## config.mk

```make
export PLATFORM = sky130hd
export DESIGN_NAME = psram_config_device_flat
export DESIGN_NICKNAME = d
export VERILOG_FILES = /design/src/psram_cfg_pkg.sv /design/src/psram_link_if.sv /design/src/psram_config_device.sv /design/src/flat_wrapper.sv
export SDC_FILE = /design/constraint.sdc
export NUM_CORES = 1
export LEC_CHECK = 0
export ABC_AREA = 1
export BUFFER_PORTS_ARGS = -buffer_cell sky130_fd_sc_hd__clkbuf_2
export CAP_MARGIN = 5
export CORE_MARGIN = 5
export CORE_UTILIZATION = 50
export DETAILED_ROUTE_END_ITERATION = 16
export PLACE_DENSITY = 0.74
export SLEW_MARGIN = 20
export SYNTH_ARGS = -nofsm -noshare
export SYNTH_HDL_FRONTEND = slang
export SYNTH_SLANG_ARGS = --single-unit
```

## constraint.sdc

```tcl
create_clock -name clock -period 1.85 [get_ports clock]
set_clock_uncertainty 0.15 [all_clocks]
set_input_delay 0.4625 -clock clock [delete_from_list [all_inputs] [get_ports clock]]
set_output_delay 0.4625 -clock clock [all_outputs]
set_load 0.03 [all_outputs]
```

## src/psram_cfg_pkg.sv

```systemverilog
package psram_cfg_pkg;
	localparam int          WORD_W              = 16;
	localparam int          HI_W                = 7;
	localparam int          CNT_W               = 20;
	localparam int          MODE_BIT            = 15;
	localparam int          FIXED_BIT           = 14;
	localparam int          LAT_LSB             = 11;
	localparam int          WAIT_POL_BIT        = 10;
	localparam int          WAIT_CFG_BIT        = 8;
	localparam int          BUS_LOST_BIT        = 4;
	localparam int          DEEP_POWER_DOWN_BIT = 4;
	localparam int          REFRESH_SEL_LSB     = 0;
	localparam int          SEL_LSB             = 2;
	localparam logic [15:0] BUS_CONFIG_RESET     = 16'h9D1F;
	localparam logic [15:0] REFRESH_CONFIG_RESET = 16'h0010;
	localparam logic [15:0] REFRESH_USED_MASK    = 16'h0017;
	localparam logic [1:0]  SEL_REFRESH = 2'h0;
	localparam logic [1:0]  SEL_IDENT   = 2'h1;
	localparam logic [1:0]  SEL_BUS     = 2'h2;
	localparam logic [15:0] KEY_REFRESH = 16'h0000;
	localparam logic [15:0] KEY_BUS     = 16'h0001;
	localparam logic [15:0] KEY_IDENT   = 16'h0002;
	localparam logic        IDENT_ROW_256 = 1'h1;
	localparam logic [2:0]  IDENT_DENSITY = 3'h3;
	localparam int          CLOCK_MHZ        = 250;
	localparam int          WAKE_LOW_US      = 10;
	localparam int          INIT_US          = 150;
	localparam int          WAKE_LOW_CYCLES  = WAKE_LOW_US * CLOCK_MHZ;
	localparam int          INIT_CYCLES      = INIT_US * CLOCK_MHZ;
	localparam int          COLLISION_WINDOW = 4;

	typedef enum logic [4:0] {
		OP_CFG_WRITE = 5'h01,
		OP_CFG_READ  = 5'h02,
		OP_READ      = 5'h04,
		OP_WRITE     = 5'h08,
		OP_WAKE      = 5'h10
	} op_t;

	typedef struct packed {
		logic        none;
		logic [22:0] first;
		logic [22:0] last;
	} refresh_window_t;

	function automatic logic [3:0] latency_clocks(input logic [2:0] code, input logic fixed, input logic collision);
		logic [3:0] n;
		n = 4'h8;
		case (code)
			3'h2: n = 4'h2;
			3'h3: n = 4'h3;
			3'h4: n = 4'h4;
			3'h5: n = fixed ? 4'h5 : 4'h8;
			3'h6: n = fixed ? 4'h6 : 4'h8;
			default: n = 4'h8;
		endcase
		if (!fixed && collision && n != 4'h8) begin
			n = 4'(n << 1);
		end
		return n;
	endfunction

	function automatic refresh_window_t refresh_window(input logic [2:0] code);
		refresh_window_t w;
		w.none  = 1'h0;
		w.first = 23'h000000;
		w.last  = 23'h7FFFFF;
		case (code)
			3'h1: w.last = 23'h3FFFFF;
			3'h2: w.last = 23'h1FFFFF;
			3'h3: w.last = 23'h0FFFFF;
			3'h4: w.none = 1'h1;
			3'h5: w.first = 23'h400000;
			3'h6: w.first = 23'h600000;
			3'h7: w.first = 23'h700000;
			default: w.last = 23'h7FFFFF;
		endcase
		return w;
	endfunction
endpackage

```

## src/psram_link_if.sv

```systemverilog
`timescale 1ns/1ps
`default_nettype none
interface psram_link_if;
	logic        ce_n;
	logic        adv_n;
	logic        we_n;
	logic        config_register_enable;
	logic [6:0]  addr_hi;
	logic [15:0] adq_h;
	logic        adq_h_oe;
	logic [15:0] adq_d;
	logic        adq_d_oe;
	logic        wait_out;
	logic        wait_oe;

	modport device_end (
		input  ce_n, adv_n, we_n, config_register_enable, addr_hi, adq_h, adq_h_oe,
		output adq_d, adq_d_oe, wait_out, wait_oe
	);
	modport host_end (
		output ce_n, adv_n, we_n, config_register_enable, addr_hi, adq_h, adq_h_oe,
		input  adq_d, adq_d_oe, wait_out, wait_oe
	);
endinterface
`default_nettype wire

```

## src/psram_config_device.sv

```systemverilog
`timescale 1ns/1ps
`default_nettype none
// Overview of operation
// - wait timing 0: data follows wait edge
// - wait timing 1: wait leads data by one
// - polarity 1 makes asserted wait high
// - latency field sets clocks to first data
// - latency field resets to code three
// - variable codes 2-4, collision doubles
// - controller watches wait in variable mode
// - fixed latency already covers refresh collision
// - fixed codes 2-6 and 0 as 8
// - controller picks latency for its clock
// - mode bit, resets to asynchronous
// - refresh register resets to 0010h
// - refresh register by select 00 or key 0000h
// - controller writes reserved refresh bits zero
// - refresh register reads back as written
// - partial refresh window from select code
// - power-down bit 0 plus chip high enters
// - long chip-low wakes, sets bit back
// - initialization wait after wake
// - registers kept in power-down, except bus bit 4 and the power-down bit
// - identification by select 01 or key 0002h
// - identification field layout
module psram_config_device #(
	parameter int         INIT_CYCLES      = psram_cfg_pkg::INIT_CYCLES,
	parameter int         REFRESH_INTERVAL = 64,
	parameter logic [3:0] VERSION          = 4'h0,
	parameter logic [2:0] GENERATION       = 3'h0,
	parameter logic [4:0] VENDOR           = 5'h15
) (
	input  wire logic         clock,
	input  wire logic         reset,
	psram_link_if.device_end  link,
	output logic              refresh_pulse,
	output logic [22:0]       refresh_first,
	output logic [22:0]       refresh_last,
	output logic              refresh_off,
	output logic              deep_power_down_active,
	output logic              init_busy,
	output logic              sync_mode
);
	localparam int CW = psram_cfg_pkg::CNT_W;

	typedef enum logic [5:0] {
		S_IDLE       = 6'h01,
		S_CFG        = 6'h02,
		S_HOLD       = 6'h04,
		S_BURST      = 6'h08,
		S_POWER_DOWN = 6'h10,
		S_INIT       = 6'h20
	} dev_state_t;

	dev_state_t     state_reg;
	dev_state_t     state_next;
	logic [15:0]    bus_configuration_reg;
	logic [15:0]    refresh_configuration_reg;
	logic [15:0]    dout_reg;
	logic           dvalid_reg;
	logic           we_reg;
	logic [1:0]     sel_reg;
	logic [3:0]     cnt_reg;
	logic [3:0]     target_reg;
	logic [1:0]     sw_step_reg;
	logic [1:0]     sw_sel_reg;
	logic [CW-1:0]  long_cnt_reg;
	logic [CW-1:0]  refresh_cnt_reg;
	logic           refresh_pulse_reg;

	// arbitrary vendor code value in VENDOR
	wire [15:0] device_identification = {psram_cfg_pkg::IDENT_ROW_256, VERSION,
		psram_cfg_pkg::IDENT_DENSITY, GENERATION, VENDOR};

	wire        start      = !link.ce_n && !link.adv_n;
	wire        sw_cfg     = sw_step_reg == 2'h3;
	wire        cfg_access = link.config_register_enable || sw_cfg;
	wire [1:0]  sel        = sw_cfg ? sw_sel_reg : link.addr_hi[psram_cfg_pkg::SEL_LSB +: 2];
	wire        max_addr   = (&link.addr_hi) && (&link.adq_h);
	wire        async_mode = bus_configuration_reg[psram_cfg_pkg::MODE_BIT];
	wire        fixed_mode = bus_configuration_reg[psram_cfg_pkg::FIXED_BIT];
	wire [2:0]  lat_code   = bus_configuration_reg[psram_cfg_pkg::LAT_LSB +: 3];
	wire        collision  = refresh_cnt_reg < CW'(psram_cfg_pkg::COLLISION_WINDOW);
	// fixed mode ignores collision: worst case is in the count
	wire [3:0]  latency    = psram_cfg_pkg::latency_clocks(lat_code, fixed_mode, collision);
	wire        hit        = state_reg == S_BURST && !dvalid_reg && cnt_reg == target_reg;
	wire        early      = hit || dvalid_reg;
	wire        sync_burst = state_reg == S_BURST && !async_mode;
	wire        wait_cfg   = bus_configuration_reg[psram_cfg_pkg::WAIT_CFG_BIT];
	wire        wait_pol   = bus_configuration_reg[psram_cfg_pkg::WAIT_POL_BIT];
	wire        wait_asserted = sync_burst && (wait_cfg ? !early : !dvalid_reg);
	wire        key_ok     = link.adq_h == psram_cfg_pkg::KEY_REFRESH || link.adq_h == psram_cfg_pkg::KEY_BUS
		|| link.adq_h == psram_cfg_pkg::KEY_IDENT;
	wire [1:0]  key_sel    = link.adq_h == psram_cfg_pkg::KEY_BUS ? psram_cfg_pkg::SEL_BUS
		: link.adq_h == psram_cfg_pkg::KEY_IDENT ? psram_cfg_pkg::SEL_IDENT : psram_cfg_pkg::SEL_REFRESH;
	wire [15:0] read_mux   = sel_reg == psram_cfg_pkg::SEL_REFRESH ? refresh_configuration_reg
		: sel_reg == psram_cfg_pkg::SEL_BUS ? bus_configuration_reg
		: sel_reg == psram_cfg_pkg::SEL_IDENT ? device_identification : 16'h0000;
	wire        pd_enable  = !refresh_configuration_reg[psram_cfg_pkg::DEEP_POWER_DOWN_BIT];
	wire        wake_done  = state_reg == S_POWER_DOWN && !link.ce_n
		&& long_cnt_reg == CW'(psram_cfg_pkg::WAKE_LOW_CYCLES - 1);
	wire        init_done  = state_reg == S_INIT && long_cnt_reg == CW'(INIT_CYCLES - 1);
	wire psram_cfg_pkg::refresh_window_t window =
		psram_cfg_pkg::refresh_window(refresh_configuration_reg[psram_cfg_pkg::REFRESH_SEL_LSB +: 3]);

	assign link.wait_out = wait_pol ? wait_asserted : !wait_asserted;
	assign link.wait_oe  = !link.ce_n;
	assign link.adq_d    = dout_reg;
	assign link.adq_d_oe = dvalid_reg && !we_reg;

	assign refresh_pulse          = refresh_pulse_reg;
	assign refresh_first          = window.first;
	assign refresh_last           = window.last;
	assign refresh_off            = window.none || state_reg == S_POWER_DOWN;
	assign deep_power_down_active = state_reg == S_POWER_DOWN;
	assign init_busy              = state_reg == S_INIT;
	assign sync_mode              = !async_mode;

	always_comb begin
		state_next = state_reg;
		case (state_reg)
			S_IDLE: begin
				if (pd_enable && link.ce_n) begin
					state_next = S_POWER_DOWN;
				end else if (start) begin
					state_next = cfg_access ? S_CFG : S_BURST;
				end
			end
			S_CFG: state_next = link.ce_n ? S_IDLE : S_HOLD;
			S_HOLD, S_BURST: begin
				if (link.ce_n) begin
					state_next = S_IDLE;
				end
			end
			S_POWER_DOWN: begin
				if (wake_done) begin
					state_next = S_INIT;
				end
			end
			S_INIT: begin
				if (init_done) begin
					state_next = S_IDLE;
				end
			end
			default: state_next = S_IDLE;
		endcase
	end

	always_ff @(posedge clock) begin
		if (reset) begin
			state_reg <= S_IDLE;
		end else begin
			state_reg <= state_next;
		end
	end

	// configuration registers survive power-down, except bus bit 4 and the refresh power-down bit
	always_ff @(posedge clock) begin
		if (reset) begin
			bus_configuration_reg     <= psram_cfg_pkg::BUS_CONFIG_RESET;
			refresh_configuration_reg <= psram_cfg_pkg::REFRESH_CONFIG_RESET;
		end else if (state_reg == S_CFG && we_reg) begin
			if (sel_reg == psram_cfg_pkg::SEL_REFRESH) begin
				refresh_configuration_reg <= link.adq_h;
			end
			if (sel_reg == psram_cfg_pkg::SEL_BUS) begin
				bus_configuration_reg <= link.adq_h;
			end
		end else if (wake_done) begin
			refresh_configuration_reg[psram_cfg_pkg::DEEP_POWER_DOWN_BIT] <= 1'h1;
			bus_configuration_reg[psram_cfg_pkg::BUS_LOST_BIT] <=
				psram_cfg_pkg::BUS_CONFIG_RESET[psram_cfg_pkg::BUS_LOST_BIT];
		end
	end

	// access capture and burst data path
	always_ff @(posedge clock) begin
		if (reset) begin
			dout_reg   <= 16'h0000;
			dvalid_reg <= 1'h0;
			we_reg     <= 1'h0;
			sel_reg    <= 2'h0;
			cnt_reg    <= 4'h0;
			target_reg <= 4'h0;
		end else if (state_reg == S_IDLE && state_next != S_POWER_DOWN && start) begin
			we_reg     <= !link.we_n;
			sel_reg    <= sel;
			dout_reg   <= link.adq_h;
			cnt_reg    <= 4'h1;
			target_reg <= latency;
			dvalid_reg <= async_mode && !cfg_access;
		end else if (state_next == S_IDLE || state_next == S_POWER_DOWN) begin
			dvalid_reg <= 1'h0;
		end else if (state_reg == S_CFG && !we_reg) begin
			dout_reg   <= read_mux;
			dvalid_reg <= 1'h1;
		end else if (state_reg == S_BURST) begin
			if (dvalid_reg) begin
				dout_reg <= dout_reg + 16'h0001;
			end else if (hit) begin
				dvalid_reg <= 1'h1;
			end else begin
				cnt_reg <= cnt_reg + 4'h1;
			end
		end
	end

	// key sequence: two top-address reads, then key write
	always_ff @(posedge clock) begin
		if (reset) begin
			sw_step_reg <= 2'h0;
			sw_sel_reg  <= 2'h0;
		end else if (state_reg == S_IDLE && start) begin
			if (cfg_access || !max_addr) begin
				sw_step_reg <= 2'h0;
			end else if (link.we_n && sw_step_reg < 2'h2) begin
				sw_step_reg <= sw_step_reg + 2'h1;
			end else if (!(!link.we_n && sw_step_reg == 2'h2)) begin
				sw_step_reg <= 2'h0;
			end
		end else if (state_reg == S_BURST && dvalid_reg && we_reg && sw_step_reg == 2'h2) begin
			sw_step_reg <= key_ok ? 2'h3 : 2'h0;
			sw_sel_reg  <= key_sel;
		end
	end

	// wake and initialisation timing
	always_ff @(posedge clock) begin
		if (reset || state_next != state_reg) begin
			long_cnt_reg <= '0;
		end else if (state_reg == S_POWER_DOWN) begin
			long_cnt_reg <= link.ce_n ? '0 : long_cnt_reg + CW'(1);
		end else if (state_reg == S_INIT) begin
			long_cnt_reg <= long_cnt_reg + CW'(1);
		end
	end

	// internal refresh timer, stopped while powered down
	always_ff @(posedge clock) begin
		if (reset || state_reg == S_POWER_DOWN) begin
			refresh_cnt_reg   <= CW'(REFRESH_INTERVAL - 1);
			refresh_pulse_reg <= 1'h0;
		end else begin
			refresh_cnt_reg   <= refresh_cnt_reg == '0 ? CW'(REFRESH_INTERVAL - 1) : refresh_cnt_reg - CW'(1);
			refresh_pulse_reg <= refresh_cnt_reg == '0 && !window.none;
		end
	end
endmodule
`default_nettype wire

```

## src/flat_wrapper.sv

```systemverilog
// flat-port wrapper written by rule: the top's interface ports become plain ports
module psram_config_device_flat 
#(
	parameter int         INIT_CYCLES      = psram_cfg_pkg::INIT_CYCLES,
	parameter int         REFRESH_INTERVAL = 64,
	parameter logic [3:0] VERSION          = 4'h0,
	parameter logic [2:0] GENERATION       = 3'h0,
	parameter logic [4:0] VENDOR           = 5'h15
)
  (clock, reset, refresh_pulse, refresh_first, refresh_last, refresh_off, deep_power_down_active, init_busy, sync_mode, link_ce_n, link_adv_n, link_we_n, link_config_register_enable, link_addr_hi, link_adq_h, link_adq_h_oe, link_adq_d, link_adq_d_oe, link_wait_out, link_wait_oe);
  psram_link_if link_i ();
  input  wire logic clock;
  input  wire logic reset;
  output logic refresh_pulse;
  output logic [22:0] refresh_first;
  output logic [22:0] refresh_last;
  output logic refresh_off;
  output logic deep_power_down_active;
  output logic init_busy;
  output logic sync_mode;
  input wire logic [$bits(link_i.ce_n)-1:0] link_ce_n;
  input wire logic [$bits(link_i.adv_n)-1:0] link_adv_n;
  input wire logic [$bits(link_i.we_n)-1:0] link_we_n;
  input wire logic [$bits(link_i.config_register_enable)-1:0] link_config_register_enable;
  input wire logic [$bits(link_i.addr_hi)-1:0] link_addr_hi;
  input wire logic [$bits(link_i.adq_h)-1:0] link_adq_h;
  input wire logic [$bits(link_i.adq_h_oe)-1:0] link_adq_h_oe;
  output wire logic [$bits(link_i.adq_d)-1:0] link_adq_d;
  output wire logic [$bits(link_i.adq_d_oe)-1:0] link_adq_d_oe;
  output wire logic [$bits(link_i.wait_out)-1:0] link_wait_out;
  output wire logic [$bits(link_i.wait_oe)-1:0] link_wait_oe;
  assign link_i.ce_n = link_ce_n;
  assign link_i.adv_n = link_adv_n;
  assign link_i.we_n = link_we_n;
  assign link_i.config_register_enable = link_config_register_enable;
  assign link_i.addr_hi = link_addr_hi;
  assign link_i.adq_h = link_adq_h;
  assign link_i.adq_h_oe = link_adq_h_oe;
  assign link_adq_d = link_i.adq_d;
  assign link_adq_d_oe = link_i.adq_d_oe;
  assign link_wait_out = link_i.wait_out;
  assign link_wait_oe = link_i.wait_oe;
  psram_config_device #(.INIT_CYCLES(INIT_CYCLES), .REFRESH_INTERVAL(REFRESH_INTERVAL), .VERSION(VERSION), .GENERATION(GENERATION), .VENDOR(VENDOR)) u_core (.clock(clock), .reset(reset), .link(link_i), .refresh_pulse(refresh_pulse), .refresh_first(refresh_first), .refresh_last(refresh_last), .refresh_off(refresh_off), .deep_power_down_active(deep_power_down_active), .init_busy(init_busy), .sync_mode(sync_mode));
endmodule
```

### Word level (Yosys, flattened, before mapping)

Index checks and enable logic that the tools add are counted.

* register bits after elaboration: 111
* latch bits: 0
* memory bits (writable): 0
* ROM bits: 0
* output and inout bits: 70
* word-level logic and storage cells: 193
* memories: 0

* add/sub/neg operators: 5
* multipliers: 0
* divide/modulo/power cells: 0
* magnitude comparators: 2
* eq/ne operators: 39
* shifts and indexed selects: 0
* multiplexer cells: 54
* bitwise operators: 5
* reduce and logical (&&, ||, !) cells: 71

Operators by type and width (count)
* 23-bit one-hot mux with 3 select lines: 2
* 16-bit 2-to-1 mux: 8
* 20-bit 2-to-1 mux: 3
* 6-bit 2-to-1 mux: 5
* 6-bit one-hot mux with 5 select lines: 1
* 1-bit logical AND: 25
* 3-bit == test (second input constant): 7
* 20-bit by 1-bit adder with 20-bit output (second input constant): 1
* 20-bit by 12-bit == test with 1-bit output (second input constant): 1
* 20-bit by 16-bit == test with 1-bit output (second input constant): 1
* 20-bit logical NOT: 1
* 20-bit by 3-bit < comparator with 1-bit output (second input constant): 1
* 4-bit one-hot mux with 5 select lines: 1
* 20-bit by 1-bit subtractor with 20-bit output (second input constant): 1
* 1-bit 2-to-1 mux: 19
* 16-bit by 1-bit adder with 16-bit output (second input constant): 1
* 16-bit by 1-bit == test with 1-bit output (second input constant): 1
* 16-bit by 2-bit == test with 1-bit output (second input constant): 1
* 16-bit logical NOT: 1
* 2-bit 2-to-1 mux: 8
* 4-bit 2-to-1 mux: 4
* 16-bit AND reduction: 1
* 1-bit logical NOT: 13
* 3-bit by 2-bit == test with 1-bit output (second input constant): 4
* 31 further kinds: 65

### Longest topological paths before layout

Gate-level depths: netlist of the first run.

* depth in word-level cells: 11
* gate-level depth with buffers: 12
* mapped depth without buffers: 12

### Worst setup path after synthesis of the first run

No wires, ideal clock.

* path type: register to output
* from: register u_core.state_reg[5]
* to: output link_wait_out
* data arrival time: 1464 ps
* data required time: 1237 ps
* path slack: -227 ps
* cell stages (with the launch flop): 8
* buffers on the path: 0
* path through: dfxtp_1 nor2_4 nand2_1 nor3_2 nand2_1 nor2_1 o21ai_0 xor2_1

* cells in the longest elaborated chain, start to end: 9
* elaborated cells between the ends (all ways): 10

RTL lines
* start, declared: RTL line psram_config_device.sv:55 `dev_state_t state_reg;`
* start signal, assigned: RTL line psram_config_device.sv:153 `state_reg <= state_next;`
* 6-bit by 4-bit == test with 1-bit output *: RTL line psram_config_device.sv:86, psram_config_device.sv:88
* 1-bit logical AND (2 in series): RTL line psram_config_device.sv:86 `wire hit = state_reg == S_BURST && !dvalid_reg && cnt_reg == target_reg;`
* 1-bit logical OR: RTL line psram_config_device.sv:87 `wire early = hit || dvalid_reg;`
* 1-bit logical NOT: RTL line psram_config_device.sv:91 `wire wait_asserted = sync_burst && (wait_cfg ? !early : !dvalid_reg);`
* 1-bit 2-to-1 mux: RTL line psram_config_device.sv:91
* 1-bit logical AND *: RTL line psram_config_device.sv:91
* 1-bit logical NOT: RTL line psram_config_device.sv:106 `assign link.wait_out = wait_pol ? wait_asserted : !wait_asserted;`
* 1-bit 2-to-1 mux *: RTL line psram_config_device.sv:106
* end, declared: RTL line flat_wrapper.sv:30 `output wire logic [$bits(link_i.wait_out)-1:0] link_wait_out;`

Every way passes the cells marked *; elsewhere a longest branch is shown, timed or not.

### Worst setup path in the final report of the first run

* from: register u_core.state_reg[1]
* to: output link_wait_out

The elaborated chain is that of the path after synthesis.

==> impl_metrics.toml, run 1 <==
[global_route]
grt_max_degree = 31
grt_first_pass_wirelength_mm = 31.2
antenna_found_initial = 0
grt_usage_pct = 23.6
first_global_vias = 6830
grt-ovfl-total = 0

[synth]
synth_xor_area_share_pct = 2.87
syn-cell-area_mm2 = 0.00672
ys_warn_count = 0
synthCells = 1041
yosys_register_bits = 111
ys_seq_area_share_pct = 33.1
muxShareOfSynthArea_pct = 0.168
synth-edff-count = 0
synth_top_family_by_area = "simple AND/OR/NAND/NOR gates"
synth_compound_gate_area_share_pct = 11.1
synth_common_cells = "nand2_1 (249), nor2_1 (141), dfxtp_1 (111)"
synth.most_common_cell = "nand2_1"
synth_top_area_share_pct = 33.1
async_reset_ff_share_pct = 0
synth_fa_ha_area_share_pct = 1.12
synth_area_leaders = "dfxtp_1 (33%), nand2_1 (14%), nor2_1 (7.9%)"
synth_flop_cell = "dfxtp_1"
synth_cell_type_count = 46
syn_avg_cell_area_um2 = 6.46
synth_top_area_cell = "dfxtp_1"
synth_simple_gate_area_share_pct = 38.3

[placement]
place_hpwl_mm = 14.1
port_buffers = 58
place_inst = 1361
gp_congestion = 0.876

[final_layout]
fin_cells = 1402
area_growth_pct = 35.5
nets = 1257
diodes = 0
layout-drive-gt1-share_pct = 29.6

[clock_tree]
insertion_delay_ns = 0.36
clock_path_buffers = 2
clkTransAtPathRegs_ns = 0.07
cts_root_buf = "clkbuf_16"
tritoncts = "done"
cts_made_buffers = 9
htreeDepth = 3
clock_sinks = 111

[timing]
slew_violations = 0
setup_violations = 53
hold_violations = 0
clock.fmax_ghz = 0.424
fin_setup_tns_ns = -11.43
rsz0062_at_grt = "yes"
finalCritPeriodShare_pct = 127
post-route-min-period_ns = 2.36
setup_ws_ns = -0.508

[setup_path]
worstSetupEndpointType = "primary output"
reg2reg_slack_ns = -0.36
worstSetupPathType = "flip-flop to primary output"
required_ns = 1.24
crit_arrival_ns = 1.75
cp_max_fo = 2
startpoint_type = "flip-flop"

[drt]
vias_per_cell = 5.40
wl_mm = 21.3
vias = 7567
drc = 0
initialDrtViolationCount = 670
detail_route.wl_per_cell_um = 15.2
antenna_left = 0
first_pass_iters = 5

[floorplan]
die-area_mm2 = 0.0159
start_util_pct = 51.0
core_mm2 = 0.0132
die_h_um = 126
row_count = 42
fp.dieW_um = 126
boundaryPins = 100

[status]
outcome = "complete, but fails checks"
violations = "setup timing"

[flow_run]
maxCapViolations = 0

[power]
vdd_drop_max_mv = 0.613
powerDensity_mw_per_mm2 = 600
p_leak_nw = 4.02

[min_path]
hp-class = "input port to flip-flop"
power breakdown:
part,switching [mW],internal (mW)
Clock,0.935,1.16
Combinational,0.590,0.333
Sequential,0.0279,2.42
Total,1.55,3.91
stage by stage:
stage / utilization (%) / cell area (um^2) / hold WS, ns / setup slack (ns) / total power, mW
after global placement: 59.8 / 7890 / 0.245 / -0.229 / 3.19
after global routing: 69.1 / 9110 / 0.243 / -0.635 / 5.66
after CTS: 65.1 / 8590 / 0.235 / -0.584 / 5.36
after floorplan: - / 6880 / 0.230 / -0.102 / 2.99
after detailed placement: 59.8 / 7890 / 0.250 / -0.270 / 3.20
final: 69.1 / 9110 / 0.246 / -0.508 / 5.47
placed cells by master (no fill, tap or decap), drive strengths merged, types with 2 or more instances in the layout:
| master | Yosys | layout |
|---|---|---|
| a21oi | 56 | 56 |
| a31oi | 2 | 2 |
| and2 | 2 | 2 |
| and3 | 2 | 2 |
| buf | 60 | 150 |
| clkbuf | 14 | 66 |
| clkinv | 3 | 2 |
| clkinvlp | 0 | 3 |
| conb | 2 | 40 |
| dfxtp | 111 | 111 |
| ha | 6 | 6 |
| inv | 108 | 109 |
| nand2 | 251 | 251 |
| nand3 | 85 | 86 |
| nand3b | 4 | 4 |
| nand4 | 42 | 42 |
| nor2 | 152 | 152 |
| nor3 | 32 | 32 |
| nor4 | 4 | 4 |
| o211ai | 11 | 11 |
| o21ai | 62 | 62 |
| o31ai | 2 | 2 |
| or2 | 3 | 3 |
| xnor2 | 6 | 6 |
| xor2 | 16 | 16 |
path summary, 6_finish.rpt:
check | startpoint | end | cells past startpoint
max | u_core.state_reg[1] | link_wait_out | 8
min | link_adq_h[2] | u_core.bus_configuration_reg[2] | 3
max reg2reg | u_core.state_reg[1] | u_core.link.adq_d[0] | 14
min reg2reg | u_core.refresh_cnt_reg[0] | u_core.refresh_cnt_reg[0] | 1
final cells by class:
type	count	area, um^2
Clock buffer	12	267
Clock inverter	4	52.6
Fill cell	1085	4080
Inverter	111	442
Multi-Input combinational cell	784	4260
Sequential cell	111	2240
Tap cell	176	220
Timing Repair Buffer	204	1630
metal layers:
layer	part of all wire, %	GRT usage (%)	routed length [um]
met1	40	30.0	8570
met2	48	39.0	10300
met3	7.7	4.91	1640
met4	3.9	9.97	841
met5	0	0	0
cell families (layout without fill, tap and decap cells):
| group | after synthesis | in the layout |
|---|---|---|
| AND/OR/NAND/NOR | 578 | 579 |
| buffers and inverters | 185 | 331 |
| AO/OA/AOI/OAI | 136 | 136 |
| flip-flops | 111 | 111 |
| XOR/XNOR | 22 | 22 |
| adder cells (fa/ha/maj) | 6 | 6 |
| other | 2 | 40 |
| multiplexers | 1 | 1 |
repair_timing:
item | CTS | global route
gates cloned | 2 | 2
gates resized for setup | 84 | 120
pin swaps | 24 | 34
setup endpoints to repair | 81 | 91
hold buffers | 0 | 0
setup buffers | 12 | 10
worst max-delay path: stages (launching register included):
cell and delay (ns):
dfxtp_2 0.34, nor2_4 0.15, nand2_4 0.07, nor3_4 0.17, nand2_2 0.09, nor2_2 0.11, o21ai_2 0.08, xor2_2 0.18
clkbuf_8 0.19
Note: power is estimated with default switching activity, not from simulation.
==> run 2, diff against run 1 <==
Settings changed: RECOVER_POWER set to 50.
==> run 2 against run 1 <==
Compared with the run above:
- the run still ends with setup timing left
- final cell count did not move
- design area hardly changed
- clock-buffer cell count did not move
- first-iteration DRC count stayed put
- via count barely moved
- maximum frequency is essentially flat
- critical path type unchanged
==> impl_metrics.toml, run 2 (synthesis gave the netlist of run 1 again) <==
[setup_path]
ff2ff_path_depth = 14
worstSetupEndpointType = "primary output"
cp.buffers_inverters = 1
startpoint = "u_core.state_reg[1]"
startpoint_type = "flip-flop"
crit_arrival_ns = 1.75
slowest_stage = "dfxtp_2"
cpPeakStageDelay_ns = 0.34
cp_top_family = "simple AND/OR/NAND/NOR gates"
cp.depth = 8
required_ns = 1.24
reg2reg_slack_ns = -0.36
crit_end = "link_wait_out"
r2r-end = "u_core.link.adq_d[0]"
worstSetupPathType = "flip-flop to primary output"
timing.rr.start = "u_core.state_reg[1]"
path_cells = "nor2_4, nand2_4, nor3_4, nand2_2, nor2_2, o21ai_2, xor2_2, clkbuf_8"
cp_max_fo = 2

[placement]
port_buffers = 58
place_area_mm2 = 0.00789
gp_congestion = 0.876
place_hpwl_mm = 14.1

[drt]
wl_mm = 21.3
drc = 0
first_pass_iters = 6
antenna_left = 0
initialDrtViolationCount = 670
vias_per_cell = 5.40
vias = 7573
detail_route.wl_per_cell_um = 15.2

[timing]
fin_setup_tns_ns = -11.43
rsz0062_at_grt = "yes"
finalCritPeriodShare_pct = 127
setup_violations = 53
slew_violations = 0
hold_violations = 0
holdWs_ns = 0.246
setup_ws_ns = -0.508
clock.fmax_ghz = 0.424
post-route-min-period_ns = 2.36

[final_layout]
layout_commonest_cell = "nand2_1"
final_util_pct = 69.1
nets = 1257
fin_area_mm2 = 0.00911
area_growth_pct = 35.5
layout-drive-gt1-share_pct = 29.5
diodes = 0
final_cell_mix = "nand2_1 (223), nor2_1 (117), buf_4 (114)"
fillers = 1084

[clock_tree]
clock_path_buffers = 2
clkTransAtPathRegs_ns = 0.07
insertion_delay_ns = 0.36
htreeDepth = 3
cts_root_buf = "clkbuf_16"
cts_made_buffers = 9
tritoncts = "done"
clock_sinks = 111

[global_route]
grt_usage_pct = 23.6
antenna_found_initial = 0
grt_first_pass_wirelength_mm = 31.2
grt-ovfl-total = 0
first_global_vias = 6830
grt_max_degree = 31

[power]
powerDensity_mw_per_mm2 = 600
vdd_drop_max_mv = 0.613
p_leak_nw = 4.02

[floorplan]
die_h_um = 126
row_count = 42
fp.dieW_um = 126
boundaryPins = 100
die-area_mm2 = 0.0159
core_mm2 = 0.0132
start_util_pct = 51.0

[flow_run]
maxCapViolations = 0

[status]
outcome = "complete, but fails checks"
violations = "setup timing"

[min_path]
hp-class = "input port to flip-flop"
run 2: cell counts in the layout (fill, tap and decap cells not counted):
Identical to the previous run, type by type.
run 2: final cells by class:
type / instances / area, um^2 / area share (%)
well taps: 176 / 220 / 2.42
inverters: 111 / 442 / 4.85
multi-input cells: 784 / 4260 / 46.8
flip-flops and latches: 111 / 2240 / 24.6
clock buffers: 12 / 267 / 2.93
clock inverters: 4 / 52.6 / 0.577
repair buffers: 204 / 1630 / 17.9
run 2: timing repair:
action	4_1_cts	5_1_grt
gates resized for setup	84	120
pin swaps	24	34
buffers inserted	12	10
endpoints found under the setup margin	81	91
hold buffers	0	0
gates cloned	2	2
run 2: worst register-to-register path: stages, from the launching register on:
cell     delay (ns)
dfxtp_2        0.34
nor2_4         0.15
nand2_4        0.08
buf_4          0.13
buf_4          0.12
buf_6          0.11
nor2_4         0.11
nor2_2         0.07
nand3_2        0.09
inv_2          0.06
nor2_4         0.21
buf_6          0.15
nand3_4        0.13
nand2_2        0.13
a21oi_2        0.06
run 2: per-stage QoR:
step	power [mW]	std cells	worst slack [ns]
after floorplan	2.99	1079	-0.102
after global placement	3.19	1361	-0.229
after detailed placement	3.20	1361	-0.270
after CTS	5.36	1391	-0.584
after global routing	5.66	1402	-0.635
final	5.47	1402	-0.508
run 2: report_power, final:
group          internal, mW  total [mW]  leakage (nW)  switching [mW]
clock                  1.16        2.10         0.147           0.936
sequential             2.42        2.44         0.901          0.0276
combinational         0.333       0.923          2.97           0.590
total                  3.91        5.47          4.02            1.55
run 2: worst min-delay path by stage:
stage,start,to,slack (ns),cells past startpoint
floorplan,u_core.refresh_cnt_reg[0],u_core.refresh_cnt_reg[0],0.23,1
global placement,u_core.refresh_cnt_reg[0],u_core.refresh_cnt_reg[0],0.25,1
detailed placement,u_core.refresh_cnt_reg[0],u_core.refresh_cnt_reg[0],0.25,1
CTS,link_adq_h[2],u_core.bus_configuration_reg[2],0.23,3
global route,link_adq_h[2],u_core.bus_configuration_reg[2],0.24,3
finish,link_adq_h[2],u_core.bus_configuration_reg[2],0.25,3
run 2: routing by layer:
layer  global-route usage (%)  vias up  share of wire (%)
li1                         -     3675                  -
met1                     30.0     3473                 40
met2                     39.0      348                 48
met3                     4.91       77                7.6
met4                     9.97        0                3.9
met5                        0        -                  0
==> run 3, diff against run 2 <==
--- a/config.mk
+++ b/config.mk
@@ -8,5 +8,4 @@
 export ABC_AREA = 1
 export BUFFER_PORTS_ARGS = -buffer_cell sky130_fd_sc_hd__clkbuf_2
-export CAP_MARGIN = 5
 export CORE_MARGIN = 5
 export CORE_UTILIZATION = 50
==> constraint.sdc (replaced) <==
create_clock -name clock -period 1.85 [get_ports clock]
set_clock_uncertainty 0.15 [all_clocks]
set_input_delay 0.0925 -clock clock [delete_from_list [all_inputs] [get_ports clock]]
set_output_delay 0.0925 -clock clock [all_outputs]
set_load 0.03 [all_outputs]
==> run 3 against run 2 <==
Compared with the run above:
- the run still ends with setup timing left
- register-to-register slack improved by 0.13 ns
- sequential share of layout area is essentially flat
- clock power is 6% lower
- design area rose by 0.26%
- flip-flop and latch count did not move
- critical path depth is 3 lower
- worst hold slack got worse by 0.23 ns
- utilization up 0.18 points
- critical path type unchanged
- highest routed layer unchanged
==> impl_metrics.toml, run 3 (synthesis gave the netlist of run 1 again) <==
[status]
outcome = "complete, but fails checks"
violations = "setup timing"

[timing]
post-route-min-period_ns = 2.08
slew_violations = 0
setup_ws_ns = -0.234
clock.fmax_ghz = 0.480
fin_setup_tns_ns = -12.51
hold_violations = 0
finalCritPeriodShare_pct = 113
setup_violations = 78
rsz0062_at_grt = "yes"

[placement]
place_hpwl_mm = 13.9
place_area_mm2 = 0.00760
port_buffers = 58
gp_congestion = 0.934
place_inst = 1328

[clock_tree]
clkTransAtPathRegs_ns = 0.08
clock_sinks = 111
insertion_delay_ns = 0.36
tritoncts = "done"
cts_root_buf = "clkbuf_16"
htreeDepth = 3
clock_path_buffers = 2
cts_made_buffers = 9

[drt]
drc = 0
wl_mm = 22.2
detail_route.wl_per_cell_um = 15.9
antenna_left = 0
vias_per_cell = 5.53
vias = 7715
initialDrtViolationCount = 748
first_pass_iters = 6

[final_layout]
multi_input_area_mm2 = 0.00438
fin_cells = 1394
nets = 1250
fillers = 1060
diodes = 0
fin_area_mm2 = 0.00913
layout_commonest_cell = "nand2_1"
regArea_mm2 = 0.00224
final_util_pct = 69.2
area_growth_pct = 35.9
final_cell_mix = "nand2_1 (222), nor2_1 (117), dfxtp_1 (96)"
layout-drive-gt1-share_pct = 28.0

[floorplan]
die-area_mm2 = 0.0159
boundaryPins = 100
start_util_pct = 51.0
fp.dieW_um = 126
core_mm2 = 0.0132
row_count = 42
die_h_um = 126

[setup_path]
required_ns = 1.61
worstSetupPathType = "flip-flop to primary output"
worstSetupEndpointType = "primary output"
startpoint_type = "flip-flop"
cp_max_fo = 4
crit_arrival_ns = 1.84

[global_route]
grt_max_degree = 31
antenna_found_initial = 0
grt_first_pass_wirelength_mm = 33.2
first_global_vias = 6927
grt_usage_pct = 25.2
grt-ovfl-total = 0

[min_path]
hp-class = "input port to flip-flop"

[power]
vdd_drop_max_mv = 0.524
p_leak_nw = 3.85
powerDensity_mw_per_mm2 = 590

[flow_run]
maxCapViolations = 0
==> run 3: cell count changes in the layout (fill, tap and decap cells not counted), sizes merged <==
| cell | delta |
|---|---|
| clkinvlp | -2 |
| inv | -1 |
| dlygate4sd3 | +18 |
| buf | -27 |
| clkinv | +5 |
| clkbuf | -1 |
==> run 3: worst max-delay path, stage by stage, from the launching register on <==
cell and delay, ns:
dfxtp_1 0.43, xnor2_1 0.17, nand4_1 0.19, o21ai_1 0.20
xor2_1 0.27, buf_4 0.22
==> run 3: where the power goes <==
part / switching [mW] / internal [mW] / leakage [nW] / total, mW
clock network: 0.924 / 1.05 / 0.139 / 1.97
logic: 0.624 / 0.341 / 2.80 / 0.965
registers: 0.0320 / 2.42 / 0.904 / 2.45
==> run 3: path summary, 6_finish.rpt <==
kind	from	end	slack (ns)	cells past startpoint
hold / removal	link_addr_hi[3]	u_core.sel_reg[1]	0.02	4
setup reg to reg	u_core.state_reg[0]	u_core.long_cnt_reg[8]	-0.23	11
hold reg to reg	u_core.refresh_cnt_reg[0]	u_core.refresh_cnt_reg[0]	0.26	1
setup / recovery	u_core.cnt_reg[1]	link_wait_out	-0.23	5
==> run 3: final cells by class <==
cell class / instances / area share, %
tap: 176 / 2.41
clock buffer: 10 / 2.51
timing repair inverter: 1 / 0.0685
clock inverter: 5 / 0.658
multi-input combinational: 784 / 47.9
sequential: 111 / 24.6
timing repair buffer: 196 / 17.0
inverter: 111 / 4.86
==> run 3: metal layers <==
metal | wire length (um) | part of all wire [%] | vias up | track usage, %
met5 | 0 | 0 | - | 0
li1 | - | - | 3670 | -
met3 | 1830 | 8.2 | 81 | 5.38
met1 | 8650 | 39 | 3565 | 31.9
met4 | 971 | 4.4 | 0 | 10.9
met2 | 10800 | 48 | 399 | 41.7
==> run 3: per-stage QoR <==
step	hold slack, ns	total power, mW	worst slack, ns
after CTS	0.00230	5.23	-0.251
after global routing	0.0501	5.56	-0.373
final	0.0151	5.39	-0.234
after detailed placement	0.242	3.15	-0.113
after floorplan	0.0688	2.99	0.0441
after global placement	0.241	3.15	-0.0894
==> run 3: what timing repair did <==
action | in CTS | in global routing
pin swaps | 30 | 55
setup endpoints to repair | 55 | 101
hold buffers | 18 | 0
gates cloned | 4 | 3
gates resized for setup | 111 | 149
endpoints found under the hold margin | 35 | 0
setup buffers | 18 | 13
